[src/verilog/dlcs_pkg.sv]
// Constants, field layouts and carrier types of the debug link register set
package dlcs_pkg;

  // Register offsets on the link's control space
  localparam logic [3:0] ADDR_REV     = 4'h0;
  localparam logic [3:0] ADDR_ERR     = 4'h1;
  localparam logic [3:0] ADDR_LINK_CONTROL_A   = 4'h2;
  localparam logic [3:0] ADDR_LINK_CONTROL_B   = 4'h3;
  localparam logic [3:0] ADDR_KEY     = 4'h7;
  localparam logic [3:0] ADDR_SYSTEM_RESET_REQUEST_CODE  = 4'h8;
  localparam logic [3:0] ADDR_CLKSEL  = 4'h9;
  localparam logic [3:0] ADDR_SYSCTL  = 4'ha;
  localparam logic [3:0] ADDR_SYSSTAT = 4'hb;
  localparam logic [3:0] ADDR_CRC     = 4'hc;

  // Field positions
  localparam int CA_INTER_BYTE_DELAY_ENABLE    = 7;
  localparam int CA_PARITY_CHECK_DISABLE     = 5;
  localparam int CA_DTD      = 4;
  localparam int CA_RSD      = 3;
  localparam int CB_NEGATIVE_ACK_DISABLE  = 4;
  localparam int CB_CONTENTION_DETECT_DISABLE = 3;
  localparam int CB_DISABLE  = 2;
  localparam int KEY_LSB     = 3;
  localparam int KEY_UROW    = 2;
  localparam int KEY_NVM     = 1;
  localparam int KEY_ERASE   = 0;
  localparam int SC_UROWDONE = 1;
  localparam int SC_CLKREQ   = 0;
  localparam int SS_ERASEF   = 6;
  localparam int SS_SYSRST   = 5;
  localparam int SS_SLEEP    = 4;
  localparam int SS_NVM_PROGRAM_KEY_STATUS  = 3;
  localparam int SS_UROWPROG = 2;
  localparam int SS_LOCK     = 0;

  localparam logic [7:0] LINK_CONTROL_A_MASK = 8'hbf;
  localparam logic [7:0] LINK_CONTROL_B_MASK = 8'h1c;

  // Error signature codes
  localparam logic [2:0] ERR_NONE    = 3'h0;
  localparam logic [2:0] ERR_PARITY  = 3'h1;
  localparam logic [2:0] ERR_FRAME   = 3'h2;
  localparam logic [2:0] ERR_TIMEOUT = 3'h3;
  localparam logic [2:0] ERR_START   = 3'h4;
  localparam logic [2:0] ERR_BUS     = 3'h6;
  localparam logic [2:0] ERR_CONTEND = 3'h7;

  localparam logic [7:0] RST_ASSERT  = 8'h59;
  localparam logic [7:0] RST_RELEASE = 8'h00;
  localparam logic [1:0] CLKSEL_DEF  = 2'h3;
  localparam logic [7:0] GUARD_MAX   = 8'h80;
  localparam logic [2:0] GT_RESERVED = 3'h7;
  localparam logic [2:0] GT_MIN_CODE = 3'h6;
  localparam logic [7:0] IDLE_BITS   = 8'h02;
  localparam int unsigned TIMEOUT_DEF = 65536;
  // Arbitrary revision value
  localparam logic [3:0] REV_DEF     = 4'h1;

  typedef enum logic [1:0] {
    PH_READY = 2'b00,
    PH_GUARD = 2'b01,
    PH_GAP   = 2'b10,
    PH_OFF   = 2'b11
  } dlcs_phase_t;

  typedef struct packed {
    logic       wr;
    logic       rd;
    logic [3:0] addr;
    logic [7:0] wdata;
  } dlcs_reg_req_t;

  typedef struct packed {
    logic contention;
    logic bus;
    logic start;
    logic frame;
    logic parity;
  } dlcs_phy_evt_t;

  typedef struct packed {
    logic erase_fail;
    logic in_reset;
    logic in_sleep;
    logic nvm_prog;
    logic urow_prog;
    logic locked;
  } dlcs_sys_stat_t;

  typedef struct packed {
    dlcs_phase_t phase;
    logic [7:0]  cnt;
    logic [2:0]  err_sig;
    logic [7:0]  link_control_a;
    logic [7:0]  link_control_b;
    logic [2:0]  keys;
    logic [7:0]  rst_req;
    logic        rst_active;
    logic [1:0]  clk_sel;
    logic        urow_done;
    logic        clk_req;
    logic        sysrst_seen;
    logic [16:0] tmo_cnt;
    logic        tmo_hit;
    logic [7:0]  rdata;
    logic        rvalid;
    logic        urow_pulse;
    logic        nack;
  } dlcs_state_t;

  localparam dlcs_state_t STATE_RST = '{
    phase:   PH_READY,
    clk_sel: CLKSEL_DEF,
    clk_req: 1'b1,
    default: '0
  };

endpackage : dlcs_pkg

[src/verilog/dlcs_link_regs.sv]
// Control and status register set of the single-wire debug link
`timescale 1ns/100ps
`default_nettype none

module dlcs_link_regs #(
  parameter int unsigned TIMEOUT_CYCLES = dlcs_pkg::TIMEOUT_DEF
) (
  // Clock and reset
  input  wire logic                     sys_clk,
  input  wire logic                     rst_b,
  // Register access from the link instruction decoder
  input  wire dlcs_pkg::dlcs_reg_req_t  cs_req,
  output logic [7:0]                    cs_rdata,
  output logic                          cs_rvalid,
  // Receiver and transmitter status
  input  wire dlcs_pkg::dlcs_phy_evt_t  phy_evt,
  input  wire logic                     rx_stop_done,
  input  wire logic                     tx_byte_done,
  input  wire logic                     tx_multi_load,
  input  wire logic                     tx_bit_tick,
  input  wire logic                     link_wake,
  // Access layer
  input  wire logic                     acc_wait,
  // Key decoder
  input  wire logic                     key_urow_ok,
  input  wire logic                     key_nvm_ok,
  input  wire logic                     key_erase_ok,
  input  wire logic                     nvm_prog_start,
  // System side status
  input  wire dlcs_pkg::dlcs_sys_stat_t sys_stat,
  input  wire logic [2:0]               crc_status,
  // Controls toward link and system
  output logic                          phy_enable,
  output logic                          tx_ready,
  output logic                          pin_drive_ok,
  output logic                          resp_sig_en,
  output logic                          contention_chk_en,
  output logic                          nack_send,
  output logic                          sys_reset_req,
  output logic                          sys_clk_req,
  output logic [1:0]                    clk_div_sel,
  output logic                          urow_done_pulse
);

  localparam logic [16:0] TMO_LAST = 17'(TIMEOUT_CYCLES - 1);
  localparam int KEY_BIT_UROW = dlcs_pkg::KEY_LSB + dlcs_pkg::KEY_UROW;

  dlcs_pkg::dlcs_state_t   st_q;
  dlcs_pkg::dlcs_state_t   st_d;
  dlcs_pkg::dlcs_phy_evt_t evt_m;
  dlcs_pkg::dlcs_reg_req_t req;
  logic                    tmo_fire;
  logic [2:0]              new_err;
  logic [7:0]              rd_mux;
  logic                    link_on;

  // Highest code wins when several errors land together
  function automatic logic [2:0] err_code(
    input dlcs_pkg::dlcs_phy_evt_t e,
    input logic                    tmo
  );
    logic [2:0] c;
    c = dlcs_pkg::ERR_NONE;
    if (e.parity)
      c = dlcs_pkg::ERR_PARITY;
    if (e.frame)
      c = dlcs_pkg::ERR_FRAME;
    if (tmo)
      c = dlcs_pkg::ERR_TIMEOUT;
    if (e.start)
      c = dlcs_pkg::ERR_START;
    if (e.bus)
      c = dlcs_pkg::ERR_BUS;
    if (e.contention)
      c = dlcs_pkg::ERR_CONTEND;
    return c;
  endfunction : err_code

  // Reserved code falls back to the shortest guard
  function automatic logic [7:0] guard_cycles(input logic [2:0] gt);
    logic [7:0] n;
    n = dlcs_pkg::GUARD_MAX >> (gt == dlcs_pkg::GT_RESERVED ?
                                dlcs_pkg::GT_MIN_CODE : gt);
    return n;
  endfunction : guard_cycles

  assign link_on = (st_q.phase != dlcs_pkg::PH_OFF);

  // Accesses are only honoured while the link is up
  always_comb
  begin
    req    = cs_req;
    req.wr = cs_req.wr & link_on;
    req.rd = cs_req.rd & link_on;
  end

  always_comb
  begin
    evt_m        = phy_evt;
    evt_m.parity = phy_evt.parity & ~st_q.link_control_a[dlcs_pkg::CA_PARITY_CHECK_DISABLE];
    evt_m.contention = phy_evt.contention &
                       ~st_q.link_control_b[dlcs_pkg::CB_CONTENTION_DETECT_DISABLE];
  end

  always_comb
  begin
    rd_mux = 8'h00;
    case (req.addr)
      dlcs_pkg::ADDR_REV:     rd_mux = {dlcs_pkg::REV_DEF, 4'h0};
      dlcs_pkg::ADDR_ERR:     rd_mux = {5'h00, st_q.err_sig};
      dlcs_pkg::ADDR_LINK_CONTROL_A:   rd_mux = st_q.link_control_a;
      dlcs_pkg::ADDR_LINK_CONTROL_B:   rd_mux = st_q.link_control_b;
      dlcs_pkg::ADDR_KEY:     rd_mux = {2'h0, st_q.keys, 3'h0};
      dlcs_pkg::ADDR_SYSTEM_RESET_REQUEST_CODE:  rd_mux = st_q.rst_req;
      dlcs_pkg::ADDR_CLKSEL:  rd_mux = {6'h00, st_q.clk_sel};
      dlcs_pkg::ADDR_SYSCTL:  rd_mux = {6'h00, st_q.urow_done, st_q.clk_req};
      dlcs_pkg::ADDR_SYSSTAT: rd_mux = {1'b0, sys_stat.erase_fail,
                                        st_q.sysrst_seen, sys_stat.in_sleep,
                                        sys_stat.nvm_prog, sys_stat.urow_prog,
                                        1'b0, sys_stat.locked};
      dlcs_pkg::ADDR_CRC:     rd_mux = {5'h00, crc_status};
      default:                rd_mux = 8'h00;
    endcase
  end

  always_comb
  begin
    st_d            = st_q;
    st_d.rvalid     = 1'b0;
    st_d.urow_pulse = 1'b0;
    st_d.nack       = 1'b0;
    tmo_fire        = 1'b0;

    // Fires once per wait; the count restarts when the wait ends
    if (acc_wait && link_on && !st_q.link_control_a[dlcs_pkg::CA_DTD])
    begin
      if (st_q.tmo_cnt == TMO_LAST)
      begin
        tmo_fire     = ~st_q.tmo_hit;
        st_d.tmo_hit = 1'b1;
      end
      else
        st_d.tmo_cnt = st_q.tmo_cnt + 17'h00001;
    end
    else
    begin
      st_d.tmo_cnt = '0;
      st_d.tmo_hit = 1'b0;
    end

    new_err = err_code(evt_m, tmo_fire);

    // Register reads; clear-on-read loses to a same-cycle event
    if (req.rd)
    begin
      st_d.rvalid = 1'b1;
      st_d.rdata  = rd_mux;
      if (req.addr == dlcs_pkg::ADDR_ERR)
        st_d.err_sig = dlcs_pkg::ERR_NONE;
      if (req.addr == dlcs_pkg::ADDR_SYSSTAT)
        st_d.sysrst_seen = 1'b0;
    end
    if (new_err != dlcs_pkg::ERR_NONE)
      st_d.err_sig = new_err;
    if (sys_stat.in_reset)
      st_d.sysrst_seen = 1'b1;

    // Register writes
    if (req.wr)
    begin
      case (req.addr)
        dlcs_pkg::ADDR_LINK_CONTROL_A:
          st_d.link_control_a = req.wdata & dlcs_pkg::LINK_CONTROL_A_MASK;
        dlcs_pkg::ADDR_LINK_CONTROL_B:
          st_d.link_control_b = req.wdata & dlcs_pkg::LINK_CONTROL_B_MASK;
        dlcs_pkg::ADDR_KEY:
          if (req.wdata[KEY_BIT_UROW])
            st_d.keys[dlcs_pkg::KEY_UROW] = 1'b0;
        dlcs_pkg::ADDR_SYSTEM_RESET_REQUEST_CODE:
        begin
          st_d.rst_req = req.wdata;
          if (req.wdata == dlcs_pkg::RST_ASSERT)
          begin
            st_d.rst_active = 1'b1;
            st_d.keys[dlcs_pkg::KEY_ERASE] = 1'b0;
            st_d.nack = acc_wait & ~st_q.link_control_b[dlcs_pkg::CB_NEGATIVE_ACK_DISABLE];
          end
          else if (req.wdata == dlcs_pkg::RST_RELEASE)
            st_d.rst_active = 1'b0;
        end
        dlcs_pkg::ADDR_CLKSEL:
          st_d.clk_sel = req.wdata[1:0];
        dlcs_pkg::ADDR_SYSCTL:
        begin
          st_d.clk_req = req.wdata[dlcs_pkg::SC_CLKREQ];
          // Done may only be signalled after the user row key is in
          if (st_q.keys[dlcs_pkg::KEY_UROW])
          begin
            st_d.urow_done  = req.wdata[dlcs_pkg::SC_UROWDONE];
            st_d.urow_pulse = req.wdata[dlcs_pkg::SC_UROWDONE];
          end
        end
        default:
          st_d.rdata = st_d.rdata;
      endcase
    end

    // Key decode events; a new key beats a clear in the same cycle
    if (nvm_prog_start)
      st_d.keys[dlcs_pkg::KEY_NVM] = 1'b0;
    if (key_urow_ok)
      st_d.keys[dlcs_pkg::KEY_UROW] = 1'b1;
    if (key_nvm_ok)
      st_d.keys[dlcs_pkg::KEY_NVM] = 1'b1;
    if (key_erase_ok)
      st_d.keys[dlcs_pkg::KEY_ERASE] = 1'b1;

    // Turnaround and inter-byte spacing
    case (st_q.phase)
      dlcs_pkg::PH_READY,
      dlcs_pkg::PH_GAP:
      begin
        if (rx_stop_done)
        begin
          st_d.phase = dlcs_pkg::PH_GUARD;
          st_d.cnt   = guard_cycles(st_q.link_control_a[2:0]);
        end
        else if (tx_byte_done && tx_multi_load &&
                 st_q.link_control_a[dlcs_pkg::CA_INTER_BYTE_DELAY_ENABLE])
        begin
          st_d.phase = dlcs_pkg::PH_GAP;
          st_d.cnt   = dlcs_pkg::IDLE_BITS;
        end
        else if (st_q.phase == dlcs_pkg::PH_GAP && tx_bit_tick)
        begin
          if (st_q.cnt == 8'h01)
            st_d.phase = dlcs_pkg::PH_READY;
          else
            st_d.cnt = st_q.cnt - 8'h01;
        end
      end
      dlcs_pkg::PH_GUARD:
      begin
        if (rx_stop_done)
          st_d.cnt = guard_cycles(st_q.link_control_a[2:0]);
        else if (st_q.cnt == 8'h01)
          st_d.phase = dlcs_pkg::PH_READY;
        else
          st_d.cnt = st_q.cnt - 8'h01;
      end
      dlcs_pkg::PH_OFF:
        st_d.phase = dlcs_pkg::PH_OFF;
      default:
        st_d.phase = dlcs_pkg::PH_READY;
    endcase

    // Disable resets the link side but leaves a held system reset alone
    if (req.wr && req.addr == dlcs_pkg::ADDR_LINK_CONTROL_B &&
        req.wdata[dlcs_pkg::CB_DISABLE])
    begin
      st_d            = dlcs_pkg::STATE_RST;
      st_d.phase      = dlcs_pkg::PH_OFF;
      st_d.clk_req    = 1'b0;
      st_d.rst_req    = st_q.rst_req;
      st_d.rst_active = st_q.rst_active;
    end
    else if (link_wake && !link_on)
    begin
      st_d            = dlcs_pkg::STATE_RST;
      st_d.rst_req    = st_q.rst_req;
      st_d.rst_active = st_q.rst_active;
    end
  end

  always_ff @(posedge sys_clk or negedge rst_b)
  begin
    if (!rst_b)
      st_q <= dlcs_pkg::STATE_RST;
    else
      st_q <= st_d;
  end

  assign cs_rdata          = st_q.rdata;
  assign cs_rvalid         = st_q.rvalid;
  assign phy_enable        = link_on;
  assign tx_ready          = (st_q.phase == dlcs_pkg::PH_READY);
  assign pin_drive_ok      = link_on && (st_q.phase != dlcs_pkg::PH_GUARD);
  assign resp_sig_en       = ~st_q.link_control_a[dlcs_pkg::CA_RSD];
  assign contention_chk_en = ~st_q.link_control_b[dlcs_pkg::CB_CONTENTION_DETECT_DISABLE];
  assign nack_send         = st_q.nack;
  assign sys_reset_req     = st_q.rst_active;
  assign sys_clk_req       = st_q.clk_req & link_on;
  assign clk_div_sel       = st_q.clk_sel;
  assign urow_done_pulse   = st_q.urow_pulse;

  // Checks
  logic rd_err;
  logic no_evt;
  assign rd_err = req.rd && req.addr == dlcs_pkg::ADDR_ERR;
  assign no_evt = (phy_evt == '0) && !tmo_fire;
endmodule : dlcs_link_regs

`default_nettype wire

[config.mk]
export PLATFORM = sky130hd
export DESIGN_NAME = dlcs_link_regs
export DESIGN_NICKNAME = d
export VERILOG_FILES = /design/src/verilog/dlcs_pkg.sv /design/src/verilog/dlcs_link_regs.sv
export SDC_FILE = /design/constraint.sdc
export NUM_CORES = 1
export LEC_CHECK = 0
export ABC_AREA = 1
export BUFFER_PORTS_ARGS = -buffer_cell sky130_fd_sc_hd__buf_2
export CAP_MARGIN = 0
export CORE_ASPECT_RATIO = 1.25
export CORE_UTILIZATION = 57
export CTS_CLUSTER_DIAMETER = 150
export DETAILED_ROUTE_END_ITERATION = 8
export PLACE_DENSITY = 0.88
export SYNTH_ARGS = -nofsm -noshare
export SYNTH_HDL_FRONTEND = slang
export SYNTH_SLANG_ARGS = --single-unit
[constraint.sdc]
create_clock -name sys_clk -period 2.5 [get_ports sys_clk]
set_input_delay 0.375 -clock sys_clk [delete_from_list [all_inputs] [get_ports sys_clk]]
set_output_delay 0.375 -clock sys_clk [all_outputs]
set_load 0.03 [all_outputs]
Word-level counts from Yosys, hierarchy flattened:

Index checks and enable logic that the tools add are counted.

* $add $sub $neg: 2
* divide/modulo/power cells: 0
* muxes and demuxes: 53
* reduce and logical (&&, ||, !) cells: 49
* bitwise gates (word level): 13
* shift-type cells: 1
* $mul: 0
* eq/ne operators: 22
* $lt $le $gt $ge: 0

Operator list (number)
* $mux 75: 2
* $pmux 8 s10: 1
* $reduce_bool 4->1: 12
* $mux 10: 4
* $mux 17: 2
* $mux 8: 4
* $mux 3: 9
* $reduce_bool 3->1: 8
* $mux 1: 21
* $eq 4x4->1 const B: 5
* $mux 18: 1
* $add 17x1->17 const B: 1
* $eq 17x16->1 const B: 1
* $pmux 8 s2: 1
* $reduce_and 2->1: 8
* $mux 14: 1
* $mux 2: 5
* $logic_and 1x1->1: 9
* $mux 9: 1
* $reduce_and 3->1: 3
* $eq 4x2->1 const B: 2
* $eq 8x1->1 const B: 1
* $eq 8x7->1 const B: 1
* $logic_not 8->1: 1
* other kinds (23): 36

* memories: 0
* memory bits (read-only): 0
* input bits: 40
* output and inout port bits: 20
* register bits after elaboration: 75
* bits in latches: 0
* memory bits (writable): 0

Longest topological paths before layout:

Gate-level depths: netlist of the first run.

* depth after elaboration: 12
* gate-level depth with buffers: 17
* depth with buffers taken out: 16

Worst setup path after synthesis of the first run:

Ideal clock, no wire load.

* path kind: register to register
* from: reg st_q[13] in the netlist's numbering
* to: reg st_q[27] in the netlist's numbering
* cell stages (with the launch flop): 18
* slack: 0.200 ns
* data arrival time: 2.237 ns
* clock period less this slack: 2.300 ns
* required time: 2.437 ns
* path buffers: 1
* setup time: 0.063 ns
* path through: dfrtp_1 ha_1 nand2_1 inv_1 nand3_1 nor3_1 nand2_1 nor3_1 ha_1 inv_1 nor2_1 nand2_1 buf_2 inv_1 nand2_1 nand2_1 nand2_1 inv_1

* longest elaborated chain between the ends: 5
* elaborated cells on any way between the ends: 7
* classes of those cells: add/sub: 1; eq/ne: 2; mux: 4

RTL lines
* start, declared: RTL line dlcs_link_regs.sv:48 `dlcs_pkg::dlcs_state_t st_q;`
* start signal, assigned: RTL line dlcs_link_regs.sv:278 `st_q <= dlcs_pkg::STATE_RST;`
* start signal, assigned: RTL line dlcs_link_regs.sv:280 `st_q <= st_d;`
* $add 17x1->17: RTL line dlcs_link_regs.sv:143 `st_d.tmo_cnt = st_q.tmo_cnt + 17'h00001;`
* $mux 17: RTL line dlcs_link_regs.sv:137 `if (st_q.tmo_cnt == TMO_LAST)`
* $mux 18: RTL line dlcs_link_regs.sv:135 `if (acc_wait && link_on && !st_q.link_control_a[dlcs_pkg::CA_DTD])`
* $mux 75: RTL line dlcs_link_regs.sv:267 `else if (link_wake && !link_on)`
* $mux 75: RTL line dlcs_link_regs.sv:258 `if (req.wr && req.addr == dlcs_pkg::ADDR_LINK_CONTROL_B &&`

Several ways; a longest one is shown, not always the timed one. The select of a mux whose other input is x is not followed.
A chain may end at the register's enable or synchronous reset.

Worst setup path in the final report of the first run:

* from: reg st_q[13] in the netlist's numbering
* to: reg st_q[63] in the netlist's numbering

* longest elaborated chain between the ends: 11
* elaborated cells on any way between the ends: 14
* classes of those cells: eq/ne: 1; mux: 9; reduce/logical: 4

RTL lines
* $eq 17x16->1 (*): RTL line dlcs_link_regs.sv:137
* $mux 1 (*): RTL line dlcs_link_regs.sv:137
* $mux 1 (*): RTL line dlcs_link_regs.sv:135
* $mux 3 (*): RTL line dlcs_link_regs.sv:68 `if (tmo)`
* $mux 3 (*): RTL line dlcs_link_regs.sv:70 `if (e.start)`
* $mux 3 (*): RTL line dlcs_link_regs.sv:72 `if (e.bus)`
* $mux 3 (*): RTL line dlcs_link_regs.sv:74 `if (e.contention)`
* $reduce_bool 3->1: RTL line dlcs_link_regs.sv:163 `if (new_err != dlcs_pkg::ERR_NONE)`
* $mux 3: RTL line dlcs_link_regs.sv:163
* $mux 75: RTL line dlcs_link_regs.sv:267
* $mux 75: RTL line dlcs_link_regs.sv:258

Every way passes the cells marked *; elsewhere a longest branch is shown, timed or not.

==> results of run 1 <==
==> sequential cells by signal (all words and copies together) (netlist names) <==
| signal | count |
|---|---|
| clk_div_sel | 2 |
| cs_rdata | 8 |
| cs_rvalid | 1 |
| nack_send | 1 |
| st_q | 55 |
| sys_reset_req | 1 |
| urow_done_pulse | 1 |
==> final cells by class <==
cell class                 count  area (sq um)
inverter                      70           268
sequential                    69          1730
timing repair buffer          66           350
clock inverter                 6          88.8
multi-input combinational    401          1940
clock buffer                   9           124
fill                         559          2320
tap                           90           113
==> per-stage QoR <==
step | hold slack [ps] | area, sq um
detailed placement | 368 | 4370
global route | 267 | 4610
CTS | 246 | 4590
finish | 251 | 4610
global placement | 367 | 4370
floorplan | 79.4 | 4060
==> metal layers <==
metal	GRT usage, %	up-vias	part of all wire, %
met1	34.5	1808	38
met4	17.3	0	4.3
met5	0	-	0
met3	5.50	44	6.8
met2	47.3	179	50
li1	-	1891	-
==> repair_timing <==
action	4_1_cts	5_1_grt
setup buffers	0	0
hold buffers	1	0
endpoints found under the setup margin	0	13
endpoints found under the hold margin	6	0
resized for setup	0	5
==> Yosys cell counts, types with 2 or more instances <==
library cell / instances
a21boi_0: 3
nand4_1: 11
buf_4: 10
o21ai_0: 28
nand2_2: 6
nor3_1: 10
nand3_1: 34
nor2_1: 65
o211ai_1: 2
a21oi_1: 21
nand2_1: 175
nor2_4: 4
buf_2: 2
dfrtp_1: 66
inv_1: 67
o21ai_1: 10
xor2_1: 5
dfstp_2: 3
nand2_4: 4
a21o_1: 2
inv_2: 2
o21ai_2: 3
buf_6: 2
ha_1: 4
o22ai_1: 2
==> kinds of logic after synthesis <==
kind of cell	Yosys count	share of synthesized area [%]
and+or+nand+nor	315	34.2
buffers and inverters	86	10.1
AOI/OAI and AO/OA	76	10.5
DFF	69	42.6
xor gates and xnor gates	6	1.29
adders and majority gates	4	1.23
==> worst reg2reg max path, delay by kind of cell, from the launching register on <==
kind                     cells  cell delay [ps]
AO/OA/AOI/OAI                1              290
flip-flops                   1              410
adder cells (fa/ha/maj)      2              390
buffers and inverters        2              160
AND/OR/NAND/NOR             10              890
==> path summary, 6_finish.rpt <==
| kind | cells after the start | slack, ps | startpoint | to |
|---|---|---|---|---|
| max | 15 | 320 | st_q[13]$_DFFE_PN0P_ | st_q[63]$_DFFE_PN0P_ |
| min | 3 | 250 | key_erase_ok | st_q[43]$_DFFE_PN0P_ |
| max reg2reg | 15 | 320 | st_q[13]$_DFFE_PN0P_ | st_q[63]$_DFFE_PN0P_ |
| min reg2reg | 2 | 480 | clk_div_sel[0]$_DFFE_PN1P_ | clk_div_sel[0]$_DFFE_PN1P_ |
| max in group asynchronous | 3 | 1210 | rst_b | st_q[18]$_DFFE_PN0P_ |
| min in group asynchronous | 2 | 540 | rst_b | cs_rdata[5]$_DFFE_PN0P_ |
==> cell usage in the layout, fill, tap and decap left out, drive strengths merged <==
cell type    netlist  final
a21boi             3      3
nand2            186    186
o22ai              2      2
ha                 4      4
buf               16     65
o211ai             2      2
o21bai             1      1
dfrtp             66     66
bufinv             0      2
nor3              10     10
nand3             35     35
nor4               1      1
nor3b              1      1
a21oi             21     21
a31o               1      1
inv               70     70
a21o               2      2
nor2              71     71
o2111ai            1      1
dfstp              3      3
xnor2              1      1
dlygate4sd3        0      1
xor2               5      5
a22o               1      1
clkinv             0      2
clkinvlp           0      2
o21ai             41     41
clkbuf             0      9
nand4             11     11
a211oi             1      1
==> power groups by stage <==
| stage | Clock (mW) | Sequential (mW) | Combinational [mW] |
|---|---|---|---|
| 6_report | 0.982 | 1.67 | 1.64 |
| 5_1_grt | 1.04 | 1.70 | 1.84 |
| 4_1_cts | 0.994 | 1.65 | 1.63 |
| 3_5_place_dp | 0 | 1.67 | 1.62 |
| 3_3_place_gp | 0 | 1.65 | 1.56 |
| 2_1_floorplan | 0 | 1.61 | 1.30 |
==> flow_summary.json, run 1 <==
{
  "finalPower_mw": 4.29,
  "cts-root-buf": "clkbuf_8",
  "pre_cts_ws_ps": 124,
  "cpPeakStageDelay_ps": 410,
  "grt_pass1_wl_microns": 16400,
  "clockBufferDepth": 2,
  "core_area_sq_um": 6930,
  "finalWorstSetupSlack_ps": 320,
  "grt_setup_unrepaired": "false",
  "die_h_microns": 96.3,
  "cts.sinks": 69,
  "hpwl_microns": 7630,
  "die_w_microns": 77.5,
  "synth-edff-count": 0,
  "netlist-cell-type-count": 40,
  "htree_levels": 3,
  "drv_cap": 0,
  "status": "completed",
  "finalNonFillerCells": 711,
  "clock_latency_ps": 350,
  "overflow": 0,
  "tns_ps": 0,
  "avgViaCountPerCell": 5.52,
  "asyncSetResetFlopFracSynth_pct": 100,
  "dp_cells": 695,
  "cp.required_ps": 2790,
  "start_util_pct": 58.5,
  "drv_slew": 0,
  "postRouteAntennaNets": 0,
  "crit_arrival_ps": 2470,
  "grt_pass1_vias": 3603,
  "tightestPinTransition_ps": 562,
  "synthFlopType": "dfrtp_1",
  "yosysTopAreaCell": "dfrtp_1",
  "dieArea_sq_um": 7460,
  "drcViolationCount": 0,
  "gp_congestion": 1.00,
  "clock-skew-final_ps": 10.2,
  "seqPwrFrac_pct": 38.8,
  "max_slew_margin_pct": 62.5,
  "clkTransAtPathRegs_ps": 80,
  "min_path_type": "input pin to flop",
  "wl_per_cell_microns": 14.2,
  "cts_tree": "built",
  "syn_to_final_growth_pct": 13.6,
  "critPathCaptureType": "flop",
  "synth.area.top_cells": "dfrtp_1, nand2_1, inv_1, nor2_1, nand3_1",
  "switchingPower_mw": 1.79,
  "dr_total_vias": 3922,
  "power.density_nw_per_um2": 930,
  "synth-seq-cells": 69,
  "cp_common_cell": "nand2_1",
  "path_cells": "ha_1, nand2_1, inv_1, nand3_1, nor3_2, nand2_1, nor3_2, ha_1, inv_1, nor2_2, a21oi_1, nand2_1, nor2_1, nand3_1, nand2_1",
  "drt-pass1-iter-count": 5,
  "avgSynthCellArea_sq_um": 7.30,
  "synth_warnings": 0,
  "portBuffers": 59,
  "antennaDiodeCount": 0,
  "crit_slowest_cell": "dfrtp_1",
  "start_kind": "flop",
  "fin_util_pct": 66.5,
  "pin_count": 60,
  "drive_gt1_share_pct": 18.0,
  "finalCritPeriodShare_pct": 87.2,
  "p_comb_share_pct": 38.3,
  "synthesis.area_sq_um": 4060,
  "p_leak_nw": 2.40,
  "antenna_found_initial": 0,
  "setup-violations-final": 0,
  "vdd_drop_max_v": 0.000379,
  "grt_start_max_net_pins": 27,
  "ys_seq_area_share_pct": 42.6,
  "netlist_instances": 556,
  "sw_frac_of_total_pct": 41.8,
  "max_freq_mhz": 459,
  "worstPathMaxFanout": 3,
  "grt_usage_pct": 28.5,
  "path_buf_inv": 2,
  "path_class": "flop to flop",
  "nNetsFinal": 661,
  "drt_wl_total_microns": 10100,
  "yosysTopAreaCellShare_pct": 40.7,
  "p_clk_share_pct": 22.9,
  "drt_iter0_drc": 370,
  "rows": 34,
  "syn_nets": 600,
  "cp_top_family": "simple AND/OR/NAND/NOR gates",
  "power.internal_mw": 2.50,
  "finalCriticalPeriod_ps": 2180,
  "finalHoldViolCount": 0,
  "numCtsBuffers": 9
}
Note: power is estimated with default switching activity, not from simulation.
==> run 2: changes to the inputs <==
CORE_UTILIZATION = 29   (was 57)
PLACE_DENSITY = 0.54   (was 0.88)
==> flow_summary.json, run 2 (synthesis results as in run 1) <==
{
  "finalPower_mw": 4.58,
  "switchingPower_mw": 1.86,
  "drcViolationCount": 0,
  "tns_ps": 0,
  "die_w_microns": 108,
  "dr_total_vias": 3762,
  "vdd_drop_max_v": 0.000305,
  "portBuffers": 59,
  "start_util_pct": 30.1,
  "pin_count": 60,
  "drv_cap": 0,
  "setup-violations-final": 0,
  "grt_pass1_wl_microns": 18300,
  "min_path_type": "input pin to asynchronous set/reset pin",
  "drt-pass1-iter-count": 4,
  "drv_slew": 0,
  "p_clk_share_pct": 27.6,
  "max_slew_margin_pct": 61.9,
  "final_common_cell": "nand2_1",
  "drive_gt1_share_pct": 18.1,
  "seqPwrFrac_pct": 36.3,
  "grt_pass1_vias": 3671,
  "tightestPinTransition_ps": 571,
  "gp_congestion": 0.859,
  "rows": 47,
  "top_register": "st_q",
  "max_freq_mhz": 449,
  "largest_reg_flops": 55,
  "avgViaCountPerCell": 4.76,
  "clock_latency_ps": 330,
  "antenna_found_initial": 0,
  "finalHoldViolCount": 0,
  "cpPeakStageDelay_ps": 380,
  "finalCriticalPeriod_ps": 2230,
  "path_class": "flop to flop",
  "overflow": 0,
  "post_cts_buffers": 0,
  "drt_wl_total_microns": 10900,
  "clockBufferDepth": 2,
  "p_leak_nw": 2.44,
  "numCtsBuffers": 9,
  "layout_common_cells": "nand2_1, inv_1, dfrtp_1",
  "antennaDiodeCount": 0,
  "status": "completed",
  "path_cells": "ha_1, nand2_1, inv_1, nand3_1, nor3_2, nand2_1, nor3_2, ha_1, buf_4, nor3_1, nand2_1, xor2_1, nor2_1",
  "critPathCaptureType": "flop",
  "grt_usage_pct": 16.5,
  "sw_frac_of_total_pct": 40.6,
  "cts-root-buf": "clkbuf_16",
  "wl_per_cell_microns": 13.8,
  "cp_top_family": "simple AND/OR/NAND/NOR gates",
  "postRouteAntennaNets": 0,
  "die_h_microns": 134,
  "clock-skew-final_ps": 6.46,
  "power.internal_mw": 2.72,
  "start_kind": "flop",
  "cp_common_cell": "nand2_1",
  "path_buf_inv": 2,
  "power.density_nw_per_um2": 955,
  "worstPathMaxFanout": 6,
  "core_area_sq_um": 13500,
  "syn_to_final_growth_pct": 18.1,
  "clkTransAtPathRegs_ps": 60,
  "grt_start_max_net_pins": 50,
  "cts.sinks": 69,
  "cp.required_ps": 2710,
  "p_comb_share_pct": 36.1,
  "dieArea_sq_um": 14500,
  "grt_setup_unrepaired": "false",
  "cts_tree": "built",
  "htree_levels": 3,
  "finalCritPeriodShare_pct": 89.2,
  "crit_slowest_cell": "dfrtp_1",
  "crit_arrival_ps": 2440,
  "drt_iter0_drc": 236,
  "nNetsFinal": 660,
  "hpwl_microns": 8600
}
## run 2: layout make-up
class | instances | area, sq um
Clock buffer | 9 | 225
Inverter | 70 | 268
Multi-Input combinational cell | 401 | 1940
Timing Repair Buffer | 65 | 353
Sequential cell | 69 | 1730
Fill cell | 1428 | 8670
Tap cell | 171 | 214
Clock inverter | 6 | 65.1
## run 2: layer usage
| layer | vias to the layer above | share of wire (%) | track usage (%) |
|---|---|---|---|
| li1 | 1886 | - | - |
| met1 | 1777 | 43 | 20.3 |
| met2 | 82 | 51 | 28.0 |
| met3 | 17 | 3.7 | 2.67 |
| met4 | 0 | 2.4 | 7.31 |
| met5 | - | 0 | 0 |
## run 2: final timing paths
check	from	endpoint	slack [ps]	cells after the start
max in group asynchronous	rst_b	clk_div_sel[0]$_DFFE_PN1P_	1750	2
worst max register to register	st_q[12]$_DFFE_PN0P_	st_q[20]$_DFFE_PN0P_	270	13
worst max-delay path	st_q[12]$_DFFE_PN0P_	st_q[20]$_DFFE_PN0P_	270	13
min in group sys_clk	sys_stat[4]	st_q[29]$_DFFE_PN0P_	260	3
worst min-delay path	rst_b	st_q[26]$_DFFE_PN0P_	30	1
worst min register to register	clk_div_sel[0]$_DFFE_PN1P_	clk_div_sel[0]$_DFFE_PN1P_	470	2
## run 2: power groups by stage
stage / Clock (mW) / Sequential [mW] / Combinational [mW]
floorplan: 0 / 1.61 / 1.30
global placement: 0 / 1.66 / 1.63
detailed placement: 0 / 1.67 / 1.66
CTS: 1.29 / 1.66 / 1.66
global route: 1.34 / 1.70 / 1.88
finish: 1.26 / 1.66 / 1.65
## run 2: through the flow
step / worst slack (ps) / area (sq um) / cells / utilization, % / hold WS [ps]
final: 271 / 4790 / 791 / 35.6 / 33.8
after global routing: 42.4 / 4790 / 791 / 35.6 / 59.3
after CTS: 8.06 / 4770 / 791 / 35.4 / 42.4
after detailed placement: 20.7 / 4480 / 776 / 33.3 / 395
after global placement: 195 / 4480 / 776 / 33.3 / 392
after floorplan: 200 / 4060 / 556 / - / 79.4
## run 2: repair_timing
action                                  CTS  global route
endpoints found under the setup margin    0            14
gates resized for setup                   0             5
hold buffers                              0             0
==> run 3: changes to the inputs <==
CELL_PAD_IN_SITES_DETAIL_PLACEMENT = 2   (was default)
CELL_PAD_IN_SITES_GLOBAL_PLACEMENT = 2   (was default)
CORE_ASPECT_RATIO = default   (was 1.25)
PLACE_DENSITY = 0.81   (was 0.54)
==> flow_summary.json, run 3 (synthesis results as in run 1) <==
{
  "status": "completed",
  "sw_frac_of_total_pct": 40.1,
  "drv_slew": 0,
  "clkTransAtPathRegs_ps": 60,
  "finalPower_mw": 4.90,
  "seqPwrFrac_pct": 34.2,
  "grt_usage_pct": 20.8,
  "drive_gt1_share_pct": 18.7,
  "finalWorstSetupSlack_ps": 176,
  "cts_tree": "built",
  "path_cells": "ha_1, nand2_1, inv_1, nand3_1, nor3_2, nand2_1, nor3_1, ha_1, buf_4, nand2_1, o22ai_1, a21boi_0, nand3_1, nand2_1",
  "vdd_drop_max_v": 0.000311,
  "clock_latency_ps": 350,
  "crit_slowest_cell": "dfrtp_1",
  "cp.required_ps": 2730,
  "tightestPinTransition_ps": 616,
  "finalCriticalPeriod_ps": 2320,
  "syn_to_final_growth_pct": 20.5,
  "hpwl_microns": 10600,
  "avgViaCountPerCell": 4.92,
  "drt_iter0_drc": 116,
  "antenna_found_initial": 0,
  "grt_pass1_vias": 4427,
  "dp_cells": 782,
  "layout_common_cells": "nand2_1, inv_1, dfrtp_1",
  "die_h_microns": 120,
  "wl_per_cell_microns": 17.2,
  "grt_start_max_net_pins": 47,
  "fin_util_pct": 36.4,
  "antennaDiodeCount": 0,
  "portBuffers": 59,
  "cts.sinks": 69,
  "dr_total_vias": 3943,
  "drcViolationCount": 0,
  "rows": 42,
  "nNetsFinal": 665,
  "crit_arrival_ps": 2560,
  "setup-violations-final": 0,
  "cts-root-buf": "clkbuf_16",
  "clock-skew-final_ps": 4.85,
  "cpPeakStageDelay_ps": 380,
  "worstPathMaxFanout": 6,
  "largest_reg_flops": 55,
  "finalHoldViolCount": 0,
  "power.internal_mw": 2.94,
  "die_w_microns": 120,
  "drt_wl_total_microns": 13800,
  "critPathCaptureType": "flop",
  "htree_levels": 3,
  "switchingPower_mw": 1.96,
  "r2r_end": "st_q[64]$_DFFE_PN0P_",
  "numCtsBuffers": 9,
  "path_class": "flop to flop",
  "placed_area_sq_um": 4500,
  "overflow": 0,
  "pin_count": 60,
  "dieArea_sq_um": 14500,
  "cts.hold.buffers_added": 0,
  "max_slew_margin_pct": 59.0,
  "stdcell_area_sq_um": 4890,
  "grt_pass1_wl_microns": 22900,
  "cp_common_cell": "nand2_1",
  "tns_ps": 0,
  "gp_congestion": 0.866,
  "min_path_type": "input pin to asynchronous set/reset pin",
  "met2WireLength_microns": 7370,
  "start_kind": "flop",
  "p_comb_share_pct": 35.7,
  "finalNonFillerCells": 802,
  "pre_cts_ws_ps": -106,
  "core_area_sq_um": 13500,
  "p_leak_nw": 2.50,
  "rr_startpoint": "st_q[13]$_DFFE_PN0P_",
  "reg2reg_setup_slack_ps": 180,
  "dr_wl_met3_microns": 437,
  "drt-pass1-iter-count": 4,
  "holdWs_ps": 32.2,
  "postRouteAntennaNets": 0,
  "wl_met1_microns": 5760,
  "r2r_cells": 14,
  "max_freq_mhz": 430,
  "clockBufferDepth": 2,
  "power.density_nw_per_um2": 1000,
  "p_clk_share_pct": 30.0,
  "top_register": "st_q",
  "finalCritPeriodShare_pct": 93.0,
  "start_util_pct": 30.2,
  "drv_cap": 0,
  "topRoutingLayerUsed": "met4",
  "final_common_cell": "nand2_1"
}
## run 3: repair_timing
action                                  in CTS  in global routing
resized for setup                            1                  4
pin swaps                                    0                  1
setup buffers                                0                  4
endpoints found under the setup margin       7                 14
## run 3: cell type report
class / count / area, sq um
fillers: 1635 / 8560
multi-input cells: 401 / 1940
flip-flops and latches: 69 / 1730
repair buffers: 70 / 390
clock buffers: 13 / 280
inverters: 70 / 268
well taps: 176 / 220
clock inverters: 3 / 65.1
## run 3: how the worst max path moves through the flow
| stage | from | end | slack, ps | cells past startpoint |
|---|---|---|---|---|
| finish | st_q[13]$_DFFE_PN0P_ | st_q[64]$_DFFE_PN0P_ | 180 | 14 |
| global route | st_q[13]$_DFFE_PN0P_ | st_q[25]$_DFFE_PN0P_ | -30 | 16 |
| floorplan | st_q[13]$_DFFE_PN0P_ | st_q[27]$_DFFE_PN0P_ | 200 | 17 |
| detailed placement | st_q[13]$_DFFE_PN0P_ | st_q[24]$_DFFE_PN0P_ | -110 | 15 |
| global placement | st_q[13]$_DFFE_PN0P_ | st_q[26]$_DFFE_PN0P_ | 210 | 16 |
| CTS | st_q[13]$_DFFE_PN0P_ | st_q[24]$_DFFE_PN0P_ | 20 | 15 |
## run 3: routing by layer
metal | GRT usage, % | vias to the layer above
met2 | 38.3 | 67
met5 | 0 | -
met1 | 23.5 | 1966
met4 | 6.56 | 0
li1 | - | 1891
met3 | 5.05 | 19
## run 3: power by group through the flow
| stage | Combinational [mW] | Clock (mW) | Sequential [mW] |
|---|---|---|---|
| 6_report | 1.75 | 1.47 | 1.68 |
| 3_5_place_dp | 1.74 | 0 | 1.69 |
| 2_1_floorplan | 1.30 | 0 | 1.61 |
| 3_3_place_gp | 1.66 | 0 | 1.67 |
| 4_1_cts | 1.78 | 1.51 | 1.68 |
| 5_1_grt | 1.97 | 1.55 | 1.71 |
## run 3: critical path, delay by kind of cell (launching register included)
kind,cells,cell delay [ps]
AO/OA/AOI/OAI,2,320
buffers and inverters,2,240
adder cells (fa/ha/maj),2,380
flip-flops,1,380
AND/OR/NAND/NOR,8,880
